===== src/rtl/abi_pkg.sv =====
/*
 * Shared constants for the adapter bus interface: option register map,
 * field positions, reset values, pin modes and timing counts.
 * Assumes a 10 MHz system clock on both ends.
 */
package abi_pkg;

    // ****************************************************************
    // Clock and timing
    // ****************************************************************
    localparam int CLK_PERIOD_NS    = 100;
    localparam int SYNC_RELEASE_NS  = 30;
    localparam int SYNC_RELEASE_CYC = (SYNC_RELEASE_NS / CLK_PERIOD_NS < 1) ? 1 :
                                      SYNC_RELEASE_NS / CLK_PERIOD_NS;
    localparam int CHRDY_MAX_NS     = 3000;
    localparam int CHRDY_MAX_CYC    = CHRDY_MAX_NS / CLK_PERIOD_NS;
    localparam int WAIT_MARGIN_CYC  = 4;
    localparam int SYNC_STAGES      = 2;

    // ****************************************************************
    // Bus widths
    // ****************************************************************
    localparam int ADDR_W = 24;
    localparam int MFP_W  = 10;

    // ****************************************************************
    // Option registers, indexed by the low three address bits
    // ****************************************************************
    localparam logic [15:0] POS_BASE   = 16'h0100;
    localparam logic [2:0]  POS_ID_LO  = 3'h0;
    localparam logic [2:0]  POS_ID_HI  = 3'h1;
    localparam logic [2:0]  POS_REG102 = 3'h2;
    localparam logic [2:0]  POS_REG103 = 3'h3;
    localparam logic [2:0]  POS_REG104 = 3'h4;
    localparam logic [2:0]  POS_REG105 = 3'h5;
    localparam int CARD_EN_BIT    = 0;
    localparam int SYNC_READY_BIT = 5;
    localparam int ERR_STAT_BIT   = 7;
    localparam logic [7:0] REG102_RESET = 8'h00;
    localparam logic [7:0] REG105_RESET = 8'h80;

    // ****************************************************************
    // Multi-function pin modes
    // ****************************************************************
    localparam logic [1:0] PIN_MODE0 = 2'h0;
    localparam logic [1:0] PIN_MODE1 = 2'h1;

    // ****************************************************************
    // Adapter-side APB register map
    // ****************************************************************
    localparam logic [7:0] ADP_CTRL   = 8'h00;
    localparam logic [7:0] ADP_BASE   = 8'h04;
    localparam logic [7:0] ADP_STATUS = 8'h08;
    localparam int CTRL_SLOW_MEM = 0;
    localparam int CTRL_SLOW_IO  = 1;
    localparam int CTRL_STROBE   = 2;
    localparam int CTRL_MEM16    = 3;
    localparam int CTRL_IO16     = 4;
    localparam int CTRL_ERROR    = 5;
    localparam int CTRL_RELOC    = 6;
    localparam logic [31:0] CTRL_RESET = 32'h0000_0000;
    localparam logic [31:0] BASE_RESET = 32'h0000_0000;

endpackage : abi_pkg


===== src/rtl/abi_link_if.sv =====
/*
 * Link between the bus interface device and the adapter card logic.
 * Assumes both ends run on the same clock; active-low signals end in _n.
 */
`timescale 1ns/1ns
interface abi_link_if import abi_pkg::*; ();
    logic              mem_rd_n;
    logic              mem_wr_n;
    logic              io_rd_n;
    logic              io_wr_n;
    logic              low_byte_xcvr_enable_n;
    logic              high_byte_xcvr_enable_n;
    logic              xcvr_direction;
    logic              card_enabled_out;
    logic [MFP_W-1:0]  multifunction_outputs;
    logic [ADDR_W-1:0] addr;
    logic              mem_io;
    logic              adapter_ready_in_n;
    logic              ready_release_strobe;
    logic              data_size_wide_n;
    logic              card_select_n;
    logic              error_n;

    modport dev (
        output mem_rd_n, mem_wr_n, io_rd_n, io_wr_n,
        output low_byte_xcvr_enable_n, high_byte_xcvr_enable_n, xcvr_direction,
        output card_enabled_out, multifunction_outputs, addr, mem_io,
        input  adapter_ready_in_n, ready_release_strobe, data_size_wide_n,
        input  card_select_n, error_n
    );
    modport adp (
        input  mem_rd_n, mem_wr_n, io_rd_n, io_wr_n,
        input  low_byte_xcvr_enable_n, high_byte_xcvr_enable_n, xcvr_direction,
        input  card_enabled_out, multifunction_outputs, addr, mem_io,
        output adapter_ready_in_n, ready_release_strobe, data_size_wide_n,
        output card_select_n, error_n
    );
endinterface : abi_link_if


===== src/rtl/abi_device.sv =====
/*
 * Adapter bus interface device: decodes bus status and command into
 * strobes, controls data transceivers, extends cycles, reports errors
 * and holds the option registers.
 * Assumes bus pins are asynchronous to clk_i and the adapter logic is
 * on clk_i.
 */
// Decided for this implementation: register access over APB and the placing of the registers.
`timescale 1ns/1ns
module abi_device
    import abi_pkg::*;
#(
    parameter logic [15:0] CARD_ID = 16'h6A5C  // Arbitrary value.
) (
    input  wire logic              clk_i,
    input  wire logic              reset_i,
    input  wire logic              status0_n_i,
    input  wire logic              status1_n_i,
    input  wire logic              mem_io_i,
    input  wire logic              cmd_n_i,
    input  wire logic              setup_n_i,
    input  wire logic [ADDR_W-1:0] addr_i,
    input  wire logic [7:0]        bus_data_i,
    input  wire logic [1:0]        pin_mode_i,
    output logic [7:0]             bus_data_o,
    output logic                   bus_data_oe_n_o,
    output logic                   channel_ready_o,
    output logic                   channel_check_n_o,
    output logic                   data_size_16_n_o,
    output logic                   card_feedback_n_o,
    abi_link_if.dev                link
);

    // ****************************************************************
    // Input synchronisers
    // ****************************************************************
    localparam int RAW_W = 5 + ADDR_W + 8 + 2;

    typedef enum {RDY_IDLE, RDY_EXTEND, RDY_SYNC_REL, RDY_DONE} abi_rdy_type;

    logic [RAW_W-1:0]  sync_meta;
    logic [RAW_W-1:0]  sync_out;
    logic              s0_n;
    logic              s1_n;
    logic              mio;
    logic              cmd_n;
    logic              setup_n;
    logic [ADDR_W-1:0] addr;
    logic [7:0]        wdata;
    logic [1:0]        strap;

    always_ff @(posedge clk_i) begin
        sync_meta <= {status0_n_i, status1_n_i, mem_io_i, cmd_n_i, setup_n_i,
                      addr_i, bus_data_i, pin_mode_i};
        sync_out  <= sync_meta;
    end

    assign {s0_n, s1_n, mio, cmd_n, setup_n, addr, wdata, strap} = sync_out;

    // ****************************************************************
    // Cycle decode
    // ****************************************************************
    logic       wr_cyc;
    logic       rd_cyc;
    logic       cmd_act;
    logic       cmd_act_q;
    logic       cmd_fall;
    logic       normal;
    logic       selected;
    logic       xcvr_on;
    logic       pos_acc;
    logic [2:0] pos_idx;
    logic [7:0] reg102;
    logic [7:0] reg103;
    logic [7:0] reg104;
    logic [7:0] reg105;
    logic       err_latched;
    logic [1:0] pin_mode;

    assign wr_cyc   = ~s0_n;
    assign rd_cyc   = ~s1_n;
    assign cmd_act  = ~cmd_n;
    assign cmd_fall = cmd_act & ~cmd_act_q;
    assign normal   = reg102[CARD_EN_BIT] & setup_n;
    assign selected = normal & ~link.card_select_n;
    assign xcvr_on  = selected & (wr_cyc | rd_cyc);
    assign pos_idx  = addr[2:0];
    assign pos_acc  = ~setup_n & ~mio & (addr[15:3] == POS_BASE[15:3]);

    always_ff @(posedge clk_i) begin
        if (reset_i) begin
            cmd_act_q <= 1'b0;
        end else begin
            cmd_act_q <= cmd_act;
        end
    end

    // ****************************************************************
    // Adapter strobes and transceiver control
    // ****************************************************************
    always_ff @(posedge clk_i) begin
        if (reset_i) begin
            link.mem_rd_n                <= 1'b1;
            link.mem_wr_n                <= 1'b1;
            link.io_rd_n                 <= 1'b1;
            link.io_wr_n                 <= 1'b1;
            link.low_byte_xcvr_enable_n  <= 1'b1;
            link.high_byte_xcvr_enable_n <= 1'b1;
            link.xcvr_direction          <= 1'b0;
            link.addr                    <= '0;
            link.mem_io                  <= 1'b0;
        end else begin
            link.mem_rd_n <= ~(normal & cmd_act & mio & rd_cyc);
            link.mem_wr_n <= ~(normal & cmd_act & mio & wr_cyc);
            link.io_rd_n  <= ~(normal & cmd_act & ~mio & rd_cyc);
            link.io_wr_n  <= ~(normal & cmd_act & ~mio & wr_cyc);
            link.low_byte_xcvr_enable_n  <= ~xcvr_on;
            link.high_byte_xcvr_enable_n <= ~(xcvr_on & ~link.data_size_wide_n);
            link.xcvr_direction          <= wr_cyc;
            link.addr                    <= addr;
            link.mem_io                  <= mio;
        end
    end

    // Only 8 and 16 bit paths exist; the size input picks between them.
    always_ff @(posedge clk_i) begin
        if (reset_i) begin
            data_size_16_n_o  <= 1'b1;
            card_feedback_n_o <= 1'b1;
        end else begin
            data_size_16_n_o  <= ~(selected & ~link.data_size_wide_n);
            card_feedback_n_o <= ~selected;
        end
    end

    // ****************************************************************
    // Extended cycle control
    // ****************************************************************
    abi_rdy_type rdy_state;
    logic [3:0]  rel_cnt;
    logic        strobe_q;
    logic        strobe_rise;
    logic        sync_mode;

    assign strobe_rise = link.ready_release_strobe & ~strobe_q;
    assign sync_mode   = reg105[SYNC_READY_BIT];

    always_ff @(posedge clk_i) begin
        if (reset_i) begin
            strobe_q <= 1'b0;
        end else begin
            strobe_q <= link.ready_release_strobe;
        end
    end

    always_ff @(posedge clk_i) begin
        if (reset_i) begin
            rdy_state       <= RDY_IDLE;
            channel_ready_o <= 1'b1;
            rel_cnt         <= '0;
        end else begin
            case (rdy_state)
                RDY_IDLE: begin
                    if (selected & (wr_cyc | rd_cyc) & ~link.adapter_ready_in_n) begin
                        channel_ready_o <= 1'b0;
                        rdy_state       <= RDY_EXTEND;
                    end
                end
                RDY_EXTEND: begin
                    if (~(wr_cyc | rd_cyc) & ~cmd_act) begin
                        channel_ready_o <= 1'b1;
                        rdy_state       <= RDY_IDLE;
                    end else if (sync_mode) begin
                        if (cmd_fall) begin
                            rel_cnt   <= '0;
                            rdy_state <= RDY_SYNC_REL;
                        end
                    end else if (strobe_rise) begin
                        channel_ready_o <= 1'b1;
                        rdy_state       <= RDY_DONE;
                    end
                end
                RDY_SYNC_REL: begin
                    rel_cnt <= rel_cnt + 4'd1;
                    if (rel_cnt == 4'(SYNC_RELEASE_CYC - 1)) begin
                        channel_ready_o <= 1'b1;
                        rdy_state       <= RDY_DONE;
                    end
                end
                RDY_DONE: begin
                    if (~(wr_cyc | rd_cyc) & ~cmd_act) begin
                        rdy_state <= RDY_IDLE;
                    end
                end
                default: begin
                    channel_ready_o <= 1'b1;
                    rdy_state       <= RDY_IDLE;
                end
            endcase
        end
    end

    // ****************************************************************
    // Option registers
    // ****************************************************************
    logic pos_wr;

    assign pos_wr = pos_acc & wr_cyc & cmd_fall;

    always_ff @(posedge clk_i) begin
        if (reset_i) begin
            reg102 <= REG102_RESET;
            reg103 <= '0;
            reg104 <= '0;
            reg105 <= REG105_RESET;
        end else if (pos_wr) begin
            case (pos_idx)
                POS_REG102: reg102 <= wdata;
                POS_REG103: reg103 <= wdata;
                POS_REG104: reg104 <= wdata;
                POS_REG105: reg105 <= wdata;
                default:    reg102 <= reg102;
            endcase
        end
    end

    // An error arriving with a clearing write stays latched.
    always_ff @(posedge clk_i) begin
        if (reset_i) begin
            err_latched <= 1'b0;
        end else if (~link.error_n) begin
            err_latched <= 1'b1;
        end else if (pos_wr & (pos_idx == POS_REG105) & wdata[ERR_STAT_BIT]) begin
            err_latched <= 1'b0;
        end
    end

    always_ff @(posedge clk_i) begin
        if (reset_i) begin
            channel_check_n_o <= 1'b1;
        end else begin
            channel_check_n_o <= ~(err_latched | ~link.error_n);
        end
    end

    always_ff @(posedge clk_i) begin
        if (reset_i) begin
            bus_data_o      <= '0;
            bus_data_oe_n_o <= 1'b1;
        end else begin
            bus_data_oe_n_o <= ~(pos_acc & rd_cyc & cmd_act);
            case (pos_idx)
                POS_ID_LO:  bus_data_o <= CARD_ID[7:0];
                POS_ID_HI:  bus_data_o <= CARD_ID[15:8];
                POS_REG102: bus_data_o <= reg102;
                POS_REG103: bus_data_o <= reg103;
                POS_REG104: bus_data_o <= reg104;
                POS_REG105: bus_data_o <= {~err_latched, 1'b0, reg105[5:0]};
                default:    bus_data_o <= '0;
            endcase
        end
    end

    // ****************************************************************
    // Card enable and multi-function outputs
    // ****************************************************************
    logic io_match;
    logic mem_match;

    assign io_match  = ~mio & (addr[15:8] == reg103);
    assign mem_match = mio & (addr[ADDR_W-1:ADDR_W-8] == reg104);

    // The strap is caught while reset is held, never changed afterwards.
    always_ff @(posedge clk_i) begin
        if (reset_i) begin
            pin_mode <= strap;
        end
    end

    // Match outputs go out on multi-function pins 1:0 in mode 0; mode 1 carries the I/O match only.
    always_ff @(posedge clk_i) begin
        if (reset_i) begin
            link.card_enabled_out      <= 1'b0;
            link.multifunction_outputs <= '0;
        end else begin
            link.card_enabled_out <= reg102[CARD_EN_BIT];
            case (pin_mode)
                PIN_MODE0: link.multifunction_outputs <=
                    {reg104[3:0], reg103[3:0], mem_match, io_match};
                PIN_MODE1: link.multifunction_outputs <=
                    {reg103, 1'b0, io_match};
                default:   link.multifunction_outputs <= {reg102[7:1], 3'b000};
            endcase
        end
    end

endmodule : abi_device


===== src/flat_wrapper.sv =====
// flat-port wrapper written by rule: the top's interface ports become plain ports
module abi_device_flat import abi_pkg::*;
#(
    parameter logic [15:0] CARD_ID = 16'h6A5C                     
)
  (clk_i, reset_i, status0_n_i, status1_n_i, mem_io_i, cmd_n_i, setup_n_i, addr_i, bus_data_i, pin_mode_i, bus_data_o, bus_data_oe_n_o, channel_ready_o, channel_check_n_o, data_size_16_n_o, card_feedback_n_o, link_mem_rd_n, link_mem_wr_n, link_io_rd_n, link_io_wr_n, link_low_byte_xcvr_enable_n, link_high_byte_xcvr_enable_n, link_xcvr_direction, link_card_enabled_out, link_multifunction_outputs, link_addr, link_mem_io, link_adapter_ready_in_n, link_ready_release_strobe, link_data_size_wide_n, link_card_select_n, link_error_n);
  abi_link_if link_i ();
  input  wire logic clk_i;
  input  wire logic reset_i;
  input  wire logic status0_n_i;
  input  wire logic status1_n_i;
  input  wire logic mem_io_i;
  input  wire logic cmd_n_i;
  input  wire logic setup_n_i;
  input  wire logic [ADDR_W-1:0] addr_i;
  input  wire logic [7:0] bus_data_i;
  input  wire logic [1:0] pin_mode_i;
  output logic [7:0] bus_data_o;
  output logic bus_data_oe_n_o;
  output logic channel_ready_o;
  output logic channel_check_n_o;
  output logic data_size_16_n_o;
  output logic card_feedback_n_o;
  output wire logic [$bits(link_i.mem_rd_n)-1:0] link_mem_rd_n;
  output wire logic [$bits(link_i.mem_wr_n)-1:0] link_mem_wr_n;
  output wire logic [$bits(link_i.io_rd_n)-1:0] link_io_rd_n;
  output wire logic [$bits(link_i.io_wr_n)-1:0] link_io_wr_n;
  output wire logic [$bits(link_i.low_byte_xcvr_enable_n)-1:0] link_low_byte_xcvr_enable_n;
  output wire logic [$bits(link_i.high_byte_xcvr_enable_n)-1:0] link_high_byte_xcvr_enable_n;
  output wire logic [$bits(link_i.xcvr_direction)-1:0] link_xcvr_direction;
  output wire logic [$bits(link_i.card_enabled_out)-1:0] link_card_enabled_out;
  output wire logic [$bits(link_i.multifunction_outputs)-1:0] link_multifunction_outputs;
  output wire logic [$bits(link_i.addr)-1:0] link_addr;
  output wire logic [$bits(link_i.mem_io)-1:0] link_mem_io;
  input wire logic [$bits(link_i.adapter_ready_in_n)-1:0] link_adapter_ready_in_n;
  input wire logic [$bits(link_i.ready_release_strobe)-1:0] link_ready_release_strobe;
  input wire logic [$bits(link_i.data_size_wide_n)-1:0] link_data_size_wide_n;
  input wire logic [$bits(link_i.card_select_n)-1:0] link_card_select_n;
  input wire logic [$bits(link_i.error_n)-1:0] link_error_n;
  assign link_mem_rd_n = link_i.mem_rd_n;
  assign link_mem_wr_n = link_i.mem_wr_n;
  assign link_io_rd_n = link_i.io_rd_n;
  assign link_io_wr_n = link_i.io_wr_n;
  assign link_low_byte_xcvr_enable_n = link_i.low_byte_xcvr_enable_n;
  assign link_high_byte_xcvr_enable_n = link_i.high_byte_xcvr_enable_n;
  assign link_xcvr_direction = link_i.xcvr_direction;
  assign link_card_enabled_out = link_i.card_enabled_out;
  assign link_multifunction_outputs = link_i.multifunction_outputs;
  assign link_addr = link_i.addr;
  assign link_mem_io = link_i.mem_io;
  assign link_i.adapter_ready_in_n = link_adapter_ready_in_n;
  assign link_i.ready_release_strobe = link_ready_release_strobe;
  assign link_i.data_size_wide_n = link_data_size_wide_n;
  assign link_i.card_select_n = link_card_select_n;
  assign link_i.error_n = link_error_n;
  abi_device #(.CARD_ID(CARD_ID)) u_core (.clk_i(clk_i), .reset_i(reset_i), .status0_n_i(status0_n_i), .status1_n_i(status1_n_i), .mem_io_i(mem_io_i), .cmd_n_i(cmd_n_i), .setup_n_i(setup_n_i), .addr_i(addr_i), .bus_data_i(bus_data_i), .pin_mode_i(pin_mode_i), .bus_data_o(bus_data_o), .bus_data_oe_n_o(bus_data_oe_n_o), .channel_ready_o(channel_ready_o), .channel_check_n_o(channel_check_n_o), .data_size_16_n_o(data_size_16_n_o), .card_feedback_n_o(card_feedback_n_o), .link(link_i));
endmodule

===== config.mk =====
export PLATFORM = sky130hd
export DESIGN_NAME = abi_device_flat
export DESIGN_NICKNAME = d
export VERILOG_FILES = /design/src/rtl/abi_pkg.sv /design/src/rtl/abi_link_if.sv /design/src/rtl/abi_device.sv /design/src/flat_wrapper.sv
export SDC_FILE = /design/constraint.sdc
export NUM_CORES = 1
export LEC_CHECK = 0
export ABC_AREA = 0
export BUFFER_PORTS_ARGS = -buffer_cell sky130_fd_sc_hd__buf_4
export CAP_MARGIN = 20
export CORE_MARGIN = 5
export CORE_UTILIZATION = 52
export DETAILED_ROUTE_END_ITERATION = 6
export MAX_ROUTING_LAYER = met4
export PLACE_DENSITY_LB_ADDON = 0.1
export SYNTH_ARGS = -nofsm -noshare
export SYNTH_HDL_FRONTEND = slang
export SYNTH_SLANG_ARGS = --single-unit

===== constraint.sdc =====
create_clock -name clk_i -period 4.85 [get_ports clk_i]
set_input_delay 0.7275 -clock clk_i [delete_from_list [all_inputs] [get_ports clk_i]]
set_output_delay 0.7275 -clock clk_i [all_outputs]
set_load 0.05 [all_outputs]

==> flow_summary.ini <==
[timing]
maxSlewViolCount = 0
setup_tns_ns = 0
finalCritPeriodShare = 0.4239
period_needed_ns = 2.056
fin_skew_ns = 0.01394
hold_viol = 0
rsz0062_at_grt = false
hold_ws_ns = 0.2988
fmax_mhz = 486.4
tightest_slew_ns = 0.7747
setup_viol = 0
slew_headroom = 0.4835
fin_ws_ns = 2.794

[power_and_ir_drop]
p_int_mw = 2.328
pwr-share-comb = 0.053
ir_drop_v = 0.0003099
power_mw = 3.008
p_clk_frac = 0.440
p_switching_mw = 0.6807
p_sw_frac = 0.2263
seq_power_share = 0.507
p_leak_nw = 2.998
power.density_mw_per_mm2 = 438.9

[global_route]
grt_pass1_wl_um = 17610
grt_max_degree = 89
grt_pass1_vias = 3464
overflow = 0
grt_use_total = 0.1834
antenna_found_initial = 0

[clock_network]
cts_buffers = 17
numClockSinks = 175
cts-root-buf = clkbuf_8
cts_max_path_buffers = 2
path_clk_slew_ns = 0.07
postCtsSetupBuffers = 0
cts_resized = 0
clock_latency_ns = 0.52
htreeDepth = 4
hold_buffers = 0
cts_tree = done

[worst_setup_path]
cp-end-kind = register
start_kind = register
max_stage_delay_ns = 0.55
cp_max_fo = 11
crit_family = simple AND/OR/NAND/NOR gates
r2r_start = u_core.sync_out[12]$_DFF_P_
worst-path-buf-inv = 0
r2r_cells = 4
r2r_slack_ns = 2.79
arrival_ns = 2.50
r2r_end = u_core.reg105[4]$_SDFFE_PP0P_
worstSetupPathType = register to register
critPathRequiredTime_ns = 5.30
path_cells = or4b_1 -> nor4_2 -> and3_1 -> mux2i_1
crit_slowest_cell = dfxtp_1

[detailed_routing]
num_vias = 3471
drt-initial-drc-count = 213
drcViolationCount = 0
vias_per_cell = 4.951
ant_nets = 0
drt_wl_total_um = 10930
routedWlPerCell_um = 15.60
drt_first_pass_iters = 4

[hold_path]
min_path_cells = 1
min_path_type = primary input to register
holdPathEnd = u_core.sync_meta[4]$_DFF_P_
hold_start = bus_data_i[2]

[die]
die_width_um = 112.1
dieArea_mm2 = 0.01256
io_pins = 102
core.rowCount = 37
fp.coreArea_mm2 = 0.01023
die_h_um = 112.1
start_util = 0.5295

[place]
io_buffers = 101
detailed_place.area_mm2 = 0.006262
pre_cts_ws_ns = 2.766
globalplace.congestion = 0.8035
dp_hpwl_um = 7576
dp.cells = 669

[finish]
utilization = 0.6699
num-fill-cells = 780
synthToLayoutAreaGrowth_pct = 26.51
post_route_cells_drive_above_1_share = 0.2602
nets = 600
design_area_mm2 = 0.006854
antenna_cells = 0
stdcell_count = 701

[synthesis]
synth_edf_count = 2
syn_nets = 498
synth.avg_cell_area_um2 = 12.04
ys_top_cells_by_area = dfxtp_1, mux2i_1, nand2b_1, nor2b_1, xor2_1
synth_cells = 450
yosysSeqAreaShare = 0.6503
postSynth.asyncResetShare = 0
synth_ff_type = dfxtp_1
synth_top_cell_by_area = dfxtp_1
synth_seq_cells = 175
yosys.cell_types.count = 52
yosys_warnings = 0
synth_area_mm2 = 0.005418
yosysTopAreaCellShare = 0.6393

[status]
status = complete, no violations

[flow_run]
drv_cap = 0
metal layers:
layer,wire (um),part of all wire,track usage,vias to the layer above
met5,0,0,-,-
met4,114,0.010,0.06010,0
met3,658,0.060,0.04906,12
met2,5186,0.47,0.2798,107
met1,4975,0.46,0.2392,1617
li1,-,-,-,1735
power by group through the flow:
stage / logic (mW) / clock network (mW) / registers, mW
2_1_floorplan: 0.0534 / 0 / 1.59
3_3_place_gp: 0.159 / 0 / 1.55
3_5_place_dp: 0.160 / 0 / 1.56
4_1_cts: 0.161 / 1.35 / 1.52
5_1_grt: 0.169 / 1.42 / 1.53
6_report: 0.159 / 1.33 / 1.52
placed cells by master (no fill, tap or decap), types with 7 or more instances in the layout:
cell / instances
dfxtp_1: 173
buf_4: 101
nand2b_1: 40
mux2i_1: 37
nor2_1: 28
nor2b_1: 27
clkbuf_16: 16
xor2_1: 14
a21oi_1: 11
a221oi_1: 9
inv_1: 7
nor3_1: 7
flip-flops by register name (all words and copies together), names as in the netlist, 8 cells and up:
name	cells
u_core.sync_out	39
u_core.link.addr	24
u_core.bus_data_o	8
u_core.link.multifunction_outputs	10
u_core.reg103	8
u_core.reg102	8
u_core.reg104	8
u_core.sync_meta	39
worst max-delay path by stage:
stage          slack [ns]                         from  cells past startpoint                                        endpoint
3_3_place_gp         2.77                      reset_i                      6  u_core.link.high_byte_xcvr_enable_n$_SDFF_PP1_
6_report             2.79  u_core.sync_out[12]$_DFF_P_                      4                   u_core.reg105[4]$_SDFFE_PP0P_
5_1_grt              2.70  u_core.sync_out[12]$_DFF_P_                      4                   u_core.reg105[3]$_SDFFE_PP0P_
3_5_place_dp         2.77                      reset_i                      6  u_core.link.high_byte_xcvr_enable_n$_SDFF_PP1_
2_1_floorplan        3.14  u_core.sync_out[13]$_DFF_P_                      5                   u_core.reg105[0]$_SDFFE_PP0P_
4_1_cts              2.79  u_core.sync_out[12]$_DFF_P_                      4                   u_core.reg105[4]$_SDFFE_PP0P_
synth_stat cells (all sizes together), types with 3 or more instances:
| cell | n |
|---|---|
| or4b | 3 |
| nor3b | 3 |
| a21o | 3 |
| a21oi | 11 |
| dfxtp | 173 |
| mux2i | 37 |
| nand2 | 8 |
| nor3 | 8 |
| a221oi | 9 |
| buf | 6 |
| xnor2 | 3 |
| xor2 | 14 |
| inv | 7 |
| nand3 | 7 |
| nand2b | 40 |
| nor2 | 28 |
| nor2b | 27 |
| o21ai | 4 |
| or3 | 4 |
| clkbuf | 12 |
| nor4 | 9 |
logic make-up (layout without fill, tap and decap cells):
| group | Yosys count | in the layout | share of synthesized area |
|---|---|---|---|
| AO/OA/AOI/OAI | 41 | 41 | 0.05243 |
| XOR/XNOR | 17 | 17 | 0.02748 |
| adder cells (fa/ha/maj) | 2 | 2 | 0.004618 |
| buffers and inverters | 27 | 142 | 0.02171 |
| flip-flops | 175 | 175 | 0.6503 |
| multiplexers | 39 | 39 | 0.07252 |
| AND/OR/NAND/NOR | 149 | 149 | 0.1709 |
area by class of cell:
class	instances	area, um^2	area share
Multi-Input combinational cell	248	1777	0.2592
Inverter	9	33.78	0.004929
Timing Repair Buffer	101	758.2	0.1106
Clock buffer	19	441.7	0.06444
Tap cell	136	170.2	0.02483
Sequential cell	175	3523	0.5141
Clock inverter	13	150.1	0.02191
worst reg2reg max path, delay by kind of cell, from the launching register on:
kind	cells	cell delay [ns]
simple gates	3	1.19
flops	1	0.55
mux	1	0.24
(Power assumes the default switching activity.)
